===== config.mk =====
export PLATFORM = sky130hd
export DESIGN_NAME = auto_retry_ack_config
export DESIGN_NICKNAME = d
export VERILOG_FILES = /design/src/design/retry_ack_pkg.sv /design/src/design/auto_retry_ack_config.sv /design/src/design/backoff_lfsr.sv
export SDC_FILE = /design/constraint.sdc
export NUM_CORES = 1
export LEC_CHECK = 0
export BUFFER_PORTS_ARGS = -buffer_cell sky130_fd_sc_hd__buf_4
export CAP_MARGIN = 20
export CORE_MARGIN = 1.5
export CORE_UTILIZATION = 48
export CTS_CLUSTER_DIAMETER = 30
export CTS_CLUSTER_SIZE = 10
export DETAILED_ROUTE_END_ITERATION = 8
export GPL_TIMING_DRIVEN = 0
export PLACE_DENSITY = 0.76
export SLEW_MARGIN = 10
export SYNTH_ARGS = -nofsm -noshare
export SYNTH_HDL_FRONTEND = slang
export SYNTH_SLANG_ARGS = --single-unit

===== constraint.sdc =====
create_clock -name i_clk -period 4.9 [get_ports i_clk]
set_input_delay 0.735 -clock i_clk [delete_from_list [all_inputs] [get_ports i_clk]]
set_output_delay 0.735 -clock i_clk [all_outputs]
set_load 0.01 [all_outputs]

===== src/design/retry_ack_pkg.sv =====
// package of constants for the retry, acknowledge and backoff seed register bank
// assumes one clock domain and a simple byte-wide register port on the device side
//
// Summary of operation
// - unacknowledged frame is resent at most frame-retry-limit times, then cancelled
// - channel access retried access-retry-limit times (0..5) before cancel; 6 is reserved, but the code treats 6 as a limit of six retries
// - access retry limit 7 sends the frame at once with no channel access; frame retries still apply
// - slotted select 0 sends a requested acknowledgement automatically
// - slotted select 1 holds the acknowledgement until a trigger pin rising edge
// - while holding the acknowledgement the result field shows the wait-for-trigger code
// - 11-bit backoff seed is low register plus high register bits 2:0 as bits 10:8
// - backoff generator reloads from the seed registers on wake from deepest sleep
// - version filter 0,1,2 accept versions up to that value; 3 accepts any
// - frames above the configured version fail the filter and are not acknowledged
// - every generated acknowledgement carries frame version zero
// - acknowledge suppress bit set means no acknowledgement is sent, except one already held for the trigger pin
// - pending bit value is copied into acknowledgements of data request commands
// - coordinator role rejects source-only data or command frames whose source PAN does not match
package retry_ack_pkg;

    // ****************************************************************
    // register offsets and reset values
    // ****************************************************************
    localparam logic [7:0] ADDR_RETRY_CTRL = 8'h2C;
    localparam logic [7:0] ADDR_SEED_LOW = 8'h2D;
    localparam logic [7:0] ADDR_SEED_HIGH = 8'h2E;
    localparam logic [7:0] RST_RETRY_CTRL = 8'h38;
    localparam logic [7:0] RST_SEED_LOW = 8'hEA;
    localparam logic [7:0] RST_SEED_HIGH = 8'h42;

    // ****************************************************************
    // field positions
    // ****************************************************************
    localparam int FRAME_LIMIT_LSB = 4;
    localparam int ACCESS_LIMIT_LSB = 1;
    localparam int SLOTTED_BIT = 0;
    localparam int VERSION_FILTER_LSB = 6;
    localparam int PENDING_BIT = 5;
    localparam int SUPPRESS_BIT = 4;
    localparam int COORD_BIT = 3;
    localparam int SEED_HIGH_LSB = 0;
    localparam int SEED_WIDTH = 11;

    // access limit code that skips channel access
    localparam logic [2:0] ACCESS_IMMEDIATE = 3'h7;
    // replacement seed for the all-zero lockup value of the generator
    localparam logic [10:0] SEED_NONZERO = 11'h001;

    // ****************************************************************
    // transaction result codes
    // ****************************************************************
    localparam logic [2:0] RES_SUCCESS = 3'h0;
    localparam logic [2:0] RES_WAIT_FOR_ACK_TRIGGER = 3'h2;
    localparam logic [2:0] RES_ACCESS_FAILURE = 3'h3;
    localparam logic [2:0] RES_NO_ACK = 3'h5;
    localparam logic [2:0] RES_IDLE = 3'h7;

endpackage


===== src/design/auto_retry_ack_config.sv =====
// retry limits, slotted acknowledge, backoff seed and acknowledge filter bank
// assumes mac engine events are one-cycle pulses on i_clk; trigger pin is asynchronous
`timescale 1ns/1ps
`default_nettype none
module auto_retry_ack_config (
    // clock and reset
    input wire logic i_clk,
    input wire logic i_rst,
    // register port
    input wire logic [7:0] i_reg_addr,
    input wire logic i_reg_wr,
    input wire logic [7:0] i_reg_wdata,
    output logic [7:0] o_reg_rdata,
    // trigger pin and sleep wake
    input wire logic i_sleep_tx_trigger_pin,
    input wire logic i_wake_deepest_sleep,
    // retransmit transaction events
    input wire logic i_tx_start,
    input wire logic i_csma_busy,
    input wire logic i_csma_clear,
    input wire logic i_ack_received,
    input wire logic i_ack_timeout,
    output logic o_csma_run,
    output logic o_tx_send,
    output logic o_tx_cancel,
    output logic [2:0] o_transaction_result,
    // received frame description
    input wire logic i_rx_done,
    input wire logic [1:0] i_rx_version,
    input wire logic i_rx_ack_req,
    input wire logic i_rx_data_req,
    input wire logic i_rx_data_or_cmd,
    input wire logic i_rx_src_only,
    input wire logic i_rx_src_pan_match,
    output logic o_rx_accept,
    output logic o_rx_reject,
    // acknowledgement frame
    output logic o_ack_send,
    output logic o_ack_pending,
    output logic [1:0] o_ack_version,
    // backoff generator
    output logic [10:0] o_backoff_rand
);
    import retry_ack_pkg::*;

    typedef enum logic [1:0] {
        TX_IDLE = 2'b00,
        TX_CSMA = 2'b01,
        TX_WAIT_ACK = 2'b10
    } tx_state_t;

    // ****************************************************************
    // register bank
    // ****************************************************************
    logic [7:0] retry_ctrl_q, seed_low_q, seed_high_q;

    always_ff @(posedge i_clk) begin
        if (i_rst) begin
            retry_ctrl_q <= RST_RETRY_CTRL;
            seed_low_q <= RST_SEED_LOW;
            seed_high_q <= RST_SEED_HIGH;
        end else if (i_reg_wr) begin
            if (i_reg_addr == ADDR_RETRY_CTRL) retry_ctrl_q <= i_reg_wdata;
            if (i_reg_addr == ADDR_SEED_LOW) seed_low_q <= i_reg_wdata;
            if (i_reg_addr == ADDR_SEED_HIGH) seed_high_q <= i_reg_wdata;
        end
    end

    // read data one cycle after the address; unmapped offsets read zero
    always_ff @(posedge i_clk) begin
        if (i_rst) begin
            o_reg_rdata <= 8'h00;
        end else begin
            unique case (i_reg_addr)
                ADDR_RETRY_CTRL: o_reg_rdata <= retry_ctrl_q;
                ADDR_SEED_LOW: o_reg_rdata <= seed_low_q;
                ADDR_SEED_HIGH: o_reg_rdata <= seed_high_q;
                default: o_reg_rdata <= 8'h00;
            endcase
        end
    end

    logic [3:0] frame_limit;
    logic [2:0] access_limit;
    logic slotted, pend_val, suppress, coord;
    logic [1:0] version_filter;
    logic [SEED_WIDTH-1:0] seed;

    assign frame_limit = retry_ctrl_q[FRAME_LIMIT_LSB +: 4];
    assign access_limit = retry_ctrl_q[ACCESS_LIMIT_LSB +: 3];
    assign slotted = retry_ctrl_q[SLOTTED_BIT];
    assign version_filter = seed_high_q[VERSION_FILTER_LSB +: 2];
    assign pend_val = seed_high_q[PENDING_BIT];
    assign suppress = seed_high_q[SUPPRESS_BIT];
    assign coord = seed_high_q[COORD_BIT];
    assign seed = {seed_high_q[SEED_HIGH_LSB +: 3], seed_low_q};

    // ****************************************************************
    // backoff generator, reloaded on wake from deepest sleep
    // ****************************************************************
    backoff_lfsr #(.WIDTH(SEED_WIDTH)) u_lfsr (
        .i_clk(i_clk),
        .i_rst(i_rst),
        .i_load(i_wake_deepest_sleep),
        .i_seed(seed),
        .i_rst_seed(seed),
        .o_value(o_backoff_rand)
    );

    // ****************************************************************
    // retransmit transaction control
    // ****************************************************************
    tx_state_t tx_state_q;
    logic [3:0] frame_cnt_q;
    logic [2:0] csma_cnt_q;
    logic immediate;
    logic [2:0] tx_result_d;
    logic tx_result_set;

    assign immediate = (access_limit == ACCESS_IMMEDIATE);

    // a start always restarts cleanly, even in the middle of a transaction
    always_ff @(posedge i_clk) begin
        if (i_rst) begin
            tx_state_q <= TX_IDLE;
            frame_cnt_q <= 4'h0;
            csma_cnt_q <= 3'h0;
            o_csma_run <= 1'b0;
            o_tx_send <= 1'b0;
            o_tx_cancel <= 1'b0;
            tx_result_set <= 1'b0;
            tx_result_d <= RES_IDLE;
        end else begin
            o_csma_run <= 1'b0;
            o_tx_send <= 1'b0;
            o_tx_cancel <= 1'b0;
            tx_result_set <= 1'b0;
            if (i_tx_start) begin
                frame_cnt_q <= 4'h0;
                csma_cnt_q <= 3'h0;
                o_tx_send <= immediate;
                o_csma_run <= !immediate;
                tx_state_q <= immediate ? TX_WAIT_ACK : TX_CSMA;
            end else begin
                unique case (tx_state_q)
                    TX_IDLE: ;
                    TX_CSMA: begin
                        if (i_csma_clear) begin
                            o_tx_send <= 1'b1;
                            tx_state_q <= TX_WAIT_ACK;
                        end else if (i_csma_busy) begin
                            if (csma_cnt_q >= access_limit) begin
                                o_tx_cancel <= 1'b1;
                                tx_result_set <= 1'b1;
                                tx_result_d <= RES_ACCESS_FAILURE;
                                tx_state_q <= TX_IDLE;
                            end else begin
                                csma_cnt_q <= csma_cnt_q + 3'h1;
                                o_csma_run <= 1'b1;
                            end
                        end
                    end
                    TX_WAIT_ACK: begin
                        if (i_ack_received) begin
                            tx_result_set <= 1'b1;
                            tx_result_d <= RES_SUCCESS;
                            tx_state_q <= TX_IDLE;
                        end else if (i_ack_timeout) begin
                            if (frame_cnt_q >= frame_limit) begin
                                o_tx_cancel <= 1'b1;
                                tx_result_set <= 1'b1;
                                tx_result_d <= RES_NO_ACK;
                                tx_state_q <= TX_IDLE;
                            end else begin
                                // each resend gets a fresh channel access budget
                                frame_cnt_q <= frame_cnt_q + 4'h1;
                                csma_cnt_q <= 3'h0;
                                o_tx_send <= immediate;
                                o_csma_run <= !immediate;
                                tx_state_q <= immediate ? TX_WAIT_ACK : TX_CSMA;
                            end
                        end
                    end
                    default: tx_state_q <= TX_IDLE;
                endcase
            end
        end
    end

    // ****************************************************************
    // trigger pin synchroniser and rising edge
    // ****************************************************************
    logic trig_meta_q, trig_sync_q, trig_prev_q, trig_rise;

    always_ff @(posedge i_clk) begin
        if (i_rst) begin
            trig_meta_q <= 1'b0;
            trig_sync_q <= 1'b0;
            trig_prev_q <= 1'b0;
        end else begin
            trig_meta_q <= i_sleep_tx_trigger_pin;
            trig_sync_q <= trig_meta_q;
            trig_prev_q <= trig_sync_q;
        end
    end

    assign trig_rise = trig_sync_q & ~trig_prev_q;

    // ****************************************************************
    // receive filter and acknowledgement
    // ****************************************************************
    function automatic logic version_ok(input logic [1:0] filt, input logic [1:0] ver);
        version_ok = (filt == 2'h3) || (ver <= filt);
    endfunction

    logic rx_pass, ack_wanted, ack_wait_q, ack_pend_hold_q;

    assign rx_pass = version_ok(version_filter, i_rx_version)
        && !(coord && i_rx_data_or_cmd && i_rx_src_only && !i_rx_src_pan_match);
    assign ack_wanted = rx_pass && i_rx_ack_req && !suppress;

    // a new frame while an acknowledgement is held is filtered but not answered
    always_ff @(posedge i_clk) begin
        if (i_rst) begin
            o_rx_accept <= 1'b0;
            o_rx_reject <= 1'b0;
            o_ack_send <= 1'b0;
            o_ack_pending <= 1'b0;
            o_ack_version <= 2'h0;
            ack_wait_q <= 1'b0;
            ack_pend_hold_q <= 1'b0;
        end else begin
            o_rx_accept <= i_rx_done && rx_pass;
            o_rx_reject <= i_rx_done && !rx_pass;
            o_ack_send <= 1'b0;
            o_ack_version <= 2'h0;
            if (ack_wait_q) begin
                if (trig_rise) begin
                    ack_wait_q <= 1'b0;
                    o_ack_send <= 1'b1;
                    o_ack_pending <= ack_pend_hold_q;
                end
            end else if (i_rx_done && ack_wanted) begin
                if (slotted) begin
                    ack_wait_q <= 1'b1;
                    ack_pend_hold_q <= i_rx_data_req && pend_val;
                end else begin
                    o_ack_send <= 1'b1;
                    o_ack_pending <= i_rx_data_req && pend_val;
                end
            end
        end
    end

    // ****************************************************************
    // transaction result: the held acknowledgement takes precedence
    // ****************************************************************
    always_ff @(posedge i_clk) begin
        if (i_rst) begin
            o_transaction_result <= RES_IDLE;
        end else if (!ack_wait_q && i_rx_done && ack_wanted && slotted) begin
            o_transaction_result <= RES_WAIT_FOR_ACK_TRIGGER;
        end else if (ack_wait_q && trig_rise) begin
            o_transaction_result <= RES_SUCCESS;
        end else if (tx_result_set && !ack_wait_q) begin
            o_transaction_result <= tx_result_d;
        end
    end

    // ****************************************************************
    // checks
    // ****************************************************************
    chk_frame_limit: assert property (@(posedge i_clk) disable iff (i_rst)
        (tx_state_q == TX_WAIT_ACK && !i_tx_start && !i_ack_received && i_ack_timeout
            && frame_cnt_q == frame_limit) |=> o_tx_cancel ##1 tx_result_set == 1'b0)
        else $error("frame retry limit did not cancel");
    chk_access_limit: assert property (@(posedge i_clk) disable iff (i_rst)
        (tx_state_q == TX_CSMA && !i_tx_start && !i_csma_clear && i_csma_busy
            && csma_cnt_q < access_limit) |=> o_csma_run && !o_tx_cancel)
        else $error("access retry cancelled early");
    chk_immediate_send: assert property (@(posedge i_clk) disable iff (i_rst)
        (i_tx_start && access_limit == ACCESS_IMMEDIATE) |=> o_tx_send && !o_csma_run)
        else $error("immediate send missing");
    chk_unslotted_ack: assert property (@(posedge i_clk) disable iff (i_rst)
        (!ack_wait_q && i_rx_done && ack_wanted && !slotted) |=> o_ack_send)
        else $error("unslotted ack not sent");
    chk_slot_hold: assert property (@(posedge i_clk) disable iff (i_rst)
        (ack_wait_q && !trig_rise) |=> !o_ack_send && ack_wait_q)
        else $error("ack left hold without trigger");
    chk_wait_code: assert property (@(posedge i_clk) disable iff (i_rst)
        ack_wait_q |-> o_transaction_result == RES_WAIT_FOR_ACK_TRIGGER)
        else $error("wait code not shown");
    chk_seed_load: assert property (@(posedge i_clk) disable iff (i_rst)
        (i_wake_deepest_sleep && seed != '0) |=> o_backoff_rand == $past(seed))
        else $error("seed not loaded on wake");
    chk_version_reject: assert property (@(posedge i_clk) disable iff (i_rst)
        (!ack_wait_q && i_rx_done && version_filter != 2'h3 && i_rx_version > version_filter)
            |=> o_rx_reject && !o_ack_send ##1 !o_ack_send)
        else $error("high version not rejected");
    chk_ack_suppress: assert property (@(posedge i_clk) disable iff (i_rst)
        (!ack_wait_q && i_rx_done && suppress) |=> !o_ack_send && !ack_wait_q)
        else $error("suppressed ack sent");
    chk_counter_clear: assert property (@(posedge i_clk) disable iff (i_rst)
        i_tx_start |=> frame_cnt_q == 4'h0 && csma_cnt_q == 3'h0)
        else $error("retry counters not cleared");
endmodule // auto_retry_ack_config
`default_nettype wire


===== src/design/backoff_lfsr.sv =====
// random backoff generator: 11-bit linear feedback shift register
// assumes the seed input is stable in the cycle that load is high
`timescale 1ns/1ps
`default_nettype none
module backoff_lfsr #(
    parameter int WIDTH = 11
) (
    // clock and reset
    input wire logic i_clk,
    input wire logic i_rst,
    // seed load
    input wire logic i_load,
    input wire logic [WIDTH-1:0] i_seed,
    input wire logic [WIDTH-1:0] i_rst_seed,
    // generator state
    output logic [WIDTH-1:0] o_value
);
    // ****************************************************************
    // shift register, x^11 + x^9 + 1, advances every cycle
    // ****************************************************************
    logic [WIDTH-1:0] lfsr_q;
    logic feedback;

    assign feedback = lfsr_q[WIDTH-1] ^ lfsr_q[WIDTH-3];

    // a zero seed would lock the register, so it is replaced by one
    always_ff @(posedge i_clk) begin
        if (i_rst) begin
            lfsr_q <= '1;
        end else if (i_load) begin
            lfsr_q <= (i_seed == '0) ? {{(WIDTH-1){1'b0}}, 1'b1} : i_seed;
        end else begin
            lfsr_q <= {lfsr_q[WIDTH-2:0], feedback};
        end
    end

    assign o_value = lfsr_q;

    // unused: reset loads all ones, and the parent brings the seed in only through the load path on wake
    logic unused_rst_seed;
    assign unused_rst_seed = ^i_rst_seed;
endmodule // backoff_lfsr
`default_nettype wire


; ---- Word level (Yosys, flattened, before mapping)
; Cells that the tools add are included.
[totals]
word_cells = 161
input_bits = 34
reg_bits = 71
[classes]
n_mux = 64
eq_ne = 22
magnitude_cmp = 3
n_bitwise = 7
add_sub_neg = 2
reduce_logical = 39
[ops]
columns = cell, count
row1 = $mux 3, 15
row2 = $mux 1, 31
row3 = $eq 8x6->1 const B, 3
row4 = $pmux 8 s3, 1
row5 = $mux 11, 2
row6 = $ne 2x2->1 const B, 9
row7 = $mux 2, 8
row8 = $logic_and 1x1->1, 15
row9 = $reduce_and 7->1, 2
row10 = $ne 4x4->1 const B, 3
row11 = $pmux 3 s2, 2
row12 = $logic_not 11->1, 1
row13 = $pmux 1 s2, 4
row14 = $reduce_and 4->1, 2
row15 = $logic_not 1->1, 6
row16 = $ne 3x3->1 const B, 2
row17 = $pmux 2 s3, 1
row18 = $reduce_and 2->1, 3
row19 = $reduce_and 3->1, 2
row20 = $reduce_bool 2->1, 3
row21 = $not 1->1, 5
row22 = $add 4x1->4 const B, 1
row23 = $eq 2x2->1 const B, 2
row24 = $ge 4x4->1, 1
row25 = other kinds (12), 13

; ---- Logic depth before layout (Yosys ltp)
[depth]
depth_word = 10
depth_mapped = 8

; ---- Cells and area by module
; A second synthesis with hierarchy kept.
[hier_totals]
hier_cells = 365
hier_area_um2 = 3278.1
[modules_own_cells]
columns = mod, area_per_inst_um2, cells_per_inst, instances
row1 = auto_retry_ack_config, 2826.5, 323, 1
row2 = backoff_lfsr, 451.7, 42, 1

; ---- Least setup slack after synthesis
; No wires, ideal clock.
[synth_path]
path_type = input to register
startpoint = input i_rx_version[1]
endpoint = register ack_pend_hold_q
cell_stages = 6
slack_ps = 2830
t_required_ps = 4829
t_arrival_ps = 1999
setup_ps = 71
cell_sequence = ha_1 -> nor2b_1 -> o21ai_0 -> nand4_1 -> or2_2 -> a21oi_1
[synth_via]
elab_chain_len = 7
[synth_lines]
columns = element, line
row1 = "start, declared", auto_retry_ack_config.sv:29  ; input wire logic [1:0] i_rx_version,
row2 = $le 2x2->1, auto_retry_ack_config.sv:213  ; version_ok = (filt == 2'h3) || (ver <= filt);
row3 = $logic_or 1x1->1, auto_retry_ack_config.sv:213
row4 = $logic_and 1x1->1, auto_retry_ack_config.sv:219  ; && !(coord && i_rx_data_or_cmd && i_rx_src_only && !i_rx_src_pan_match);
row5 = $logic_and 1x1->1 (2 in a row), auto_retry_ack_config.sv:220  ; assign ack_wanted = rx_pass && i_rx_ack_req && !suppress;
row6 = $logic_and 1x1->1, auto_retry_ack_config.sv:243  ; end else if (i_rx_done && ack_wanted) begin
row7 = $reduce_and 3->1 (no source line), -
row8 = "end signal, assigned", auto_retry_ack_config.sv:246  ; ack_pend_hold_q <= i_rx_data_req && pend_val;
row9 = "end, declared", auto_retry_ack_config.sv:216  ; logic rx_pass, ack_wanted, ack_wait_q, ack_pend_hold_q;
; Every way passes these cells.
; A chain may end at the register's enable or synchronous reset.

; ---- Worst setup path in the final report
; Ends and elaborated chain as after synthesis.

==> results.txt <==
Final hold violations - 0
Synth top area cells - dfxtp_1, mux2i_1, nor2_1, ha_1, a211o_1
Most frequent cell after synthesis - dfxtp_1
Setup CP Type - input pin to flop
# diodes - 0
Period utilization - 48.98%
Post-Route Setup TNS - 0 ns
DR iter-0 viols - 182
Status - finished with violations
Hold Buf Count CTS - 0
H-tree levels - 3
Clock transition at path regs - 0.07 ns
Gr ovfl total - 0
Clk sinks - 71
Routed WL - 7632 um
Routability Congestion - 0.9010
Yosys reg bits - 71
All-layer global routing usage - 22.04%
Hold Crit Class - flop to flop
PwrDens - 292.3 nW/um2
Inserted Clock Buffers - 9
FP Rows - 29
Final Skew - 0.005833 ns
Cell taking the most area after synthesis - dfxtp_1
RSZ-0062 raised after global routing - no
Synthesized area per cell - 8.796 um2
Arr. time, crit path - 2.67 ns
Width of the die - 85.34 um
Hold_ws - 0.4553 ns
CTS tree - yes
Later-pin clock latency in the skew report - 0.35 ns
ANT nets after route - 0
Via density - 5.474
Critical Path Start Type - input pin
Layout cells sized above 1 - 20.31%
Number of I/O port buffers - 61
Crit-path cells - buf_4, ha_1, nor2b_1, o21ai_0, nand4_1, or2_2, a21oi_1
Vias in the first global route - 2724
Critical Path End Type - flop
CP max stage cell - o21ai_0
EDFF count, synth - 0
DRC - 7
Final setup fails - 0
CP Data Required Time - 5.17 ns
Worst-Margin Slew - 0.6665 ns
Synth warn - 0
Post_cts resized - 0
Drt wl/cell - 14.54 um
Post-synthesis cell count - 370
I/O pin count - 65
Failing checks - DRC
Antenna violations before repair - 0
First-pass GRT wire length - 12480 um
FMAX - 416.7 MHz
Ys async rst share - 0%
Drt first pass iters - 6
Power consumption - 0.001172 W
Largest net degree at the start of global routing - 13
Placeable Area - 6459 um2
Max cap viols - 0
Max Buffers Root-to-Sink - 2
Die ar. - 7283 um2
Seq/Total Area, Yosys - 43.68%
Worst setup margin - 2.500 ns
Worst path max stage delay - 0.53 ns
Leak Pwr - 1.742 nW
Finished Layout Cells - 525
Die Ht - 85.34 um
Top_reg_cell synth - dfxtp_1
Starting density of the core - 50.39%
Placed wire-length estimate - 5686 um
Final net count - 491
CTS Root Cell - clkbuf_8
Max_slew headroom - 55.10%
Post-synth top cells - dfxtp_1, nor2_1, a21oi_1
# Post-CTS Setup Buffers - 0
Share of the synthesized area in the top cell type - 43.68%
VDD IR max - 0.0001727 V
Max-slew violation count - 0
Final min period - 2.400 ns
Area grow syn2layout - 23.22%
Critical path fanouts, max - 6
Cell variety after synth - 55
Via count - 2874
Place WS - 2.187 ns
Cell count after placement - 509
Mapped cell area - 3254 um2
==> cell usage in the layout, fill, tap and decap left out, types with 5 or more instances in the layout <==
cell type / Yosys / routed
buf_4: 2 / 63
a21oi_1: 26 / 26
nand2_1: 22 / 22
nor2_1: 56 / 56
o21ai_0: 8 / 8
a31oi_1: 5 / 5
clkbuf_8: 0 / 10
clkbuf_1: 9 / 10
ha_1: 14 / 14
dfxtp_1: 71 / 71
inv_1: 20 / 20
nor3_1: 11 / 11
nor2b_1: 17 / 17
nand3_1: 7 / 7
mux2i_1: 24 / 24
a211o_1: 16 / 16
==> path summary, 6_finish.rpt <==
| check | start | to | slack, ns | cells past startpoint |
|---|---|---|---|---|
| worst min register to register | trig_sync_q | trig_prev_q | 0.46 | 2 |
| worst max-delay path | i_rx_version[1] | ack_pend_hold_q | 2.50 | 7 |
| worst max register to register | seed_high_q[7] | ack_pend_hold_q | 2.58 | 7 |
| worst min-delay path | trig_sync_q | trig_prev_q | 0.46 | 2 |
==> per-stage QoR <==
| step | utilization [%] | area [um2] |
|---|---|---|
| 5_1_grt | 62.09 | 4010 |
| 4_1_cts | 62.09 | 4010 |
| 3_5_place_dp | 59.03 | 3812 |
| 2_1_floorplan | - | 3258 |
| 6_report | 62.09 | 4010 |
| 3_3_place_gp | 59.03 | 3812 |
==> sequential cells by signal, summed over array words and instances, names as in the netlist, 2 cells and up <==
| register | cells |
|---|---|
| seed_high_q | 8 |
| seed_low_q | 8 |
| csma_cnt_q | 3 |
| u_lfsr.o_value | 11 |
| frame_cnt_q | 4 |
| retry_ctrl_q | 8 |
| tx_result_d | 3 |
| tx_state_q | 2 |
| o_reg_rdata | 8 |
| o_transaction_result | 3 |
==> area by class of cell <==
type | instances | area, um2
Tap cell | 77 | 96.34
Multi-Input combinational cell | 261 | 1672
Sequential cell | 71 | 1421
Clock inverter | 5 | 56.30
Clock buffer | 11 | 141.4
Buffer | 19 | 90.09
Fill cell | 569 | 2449
Inverter | 20 | 75.07
Timing Repair Buffer | 61 | 457.9
==> cells by family after synthesis <==
group	synth area share, %
compound gates	16.11
other cells	0.1152
buf+inv	5.074
xor+xnor	1.077
simple gates	21.18
mux	7.382
fa+ha+maj	5.383
flops	43.68
==> report_power, final <==
| group | internal [W] | switching [W] |
|---|---|---|
| Clock | 0.000249 | 0.000215 |
| Combinational | 0.0000537 | 0.0000610 |
| Sequential | 0.000587 | 0.00000549 |
==> critical path, delay by kind of cell <==
family / cells / cell delay, ns
AOI/OAI and AO/OA: 2 / 0.65
adders and majority gates: 1 / 0.29
buffers and inverters: 1 / 0.11
and+or+nand+nor: 3 / 0.89
==> metal layers <==
metal | vias up | global-route usage, % | wire length (um)
met5 | - | 0 | 0
met4 | 0 | 8.358 | 179
met3 | 15 | 6.907 | 428
met2 | 82 | 37.88 | 3729
met1 | 1340 | 25.75 | 3295
li1 | 1437 | - | -
(Power assumes the default switching activity.)
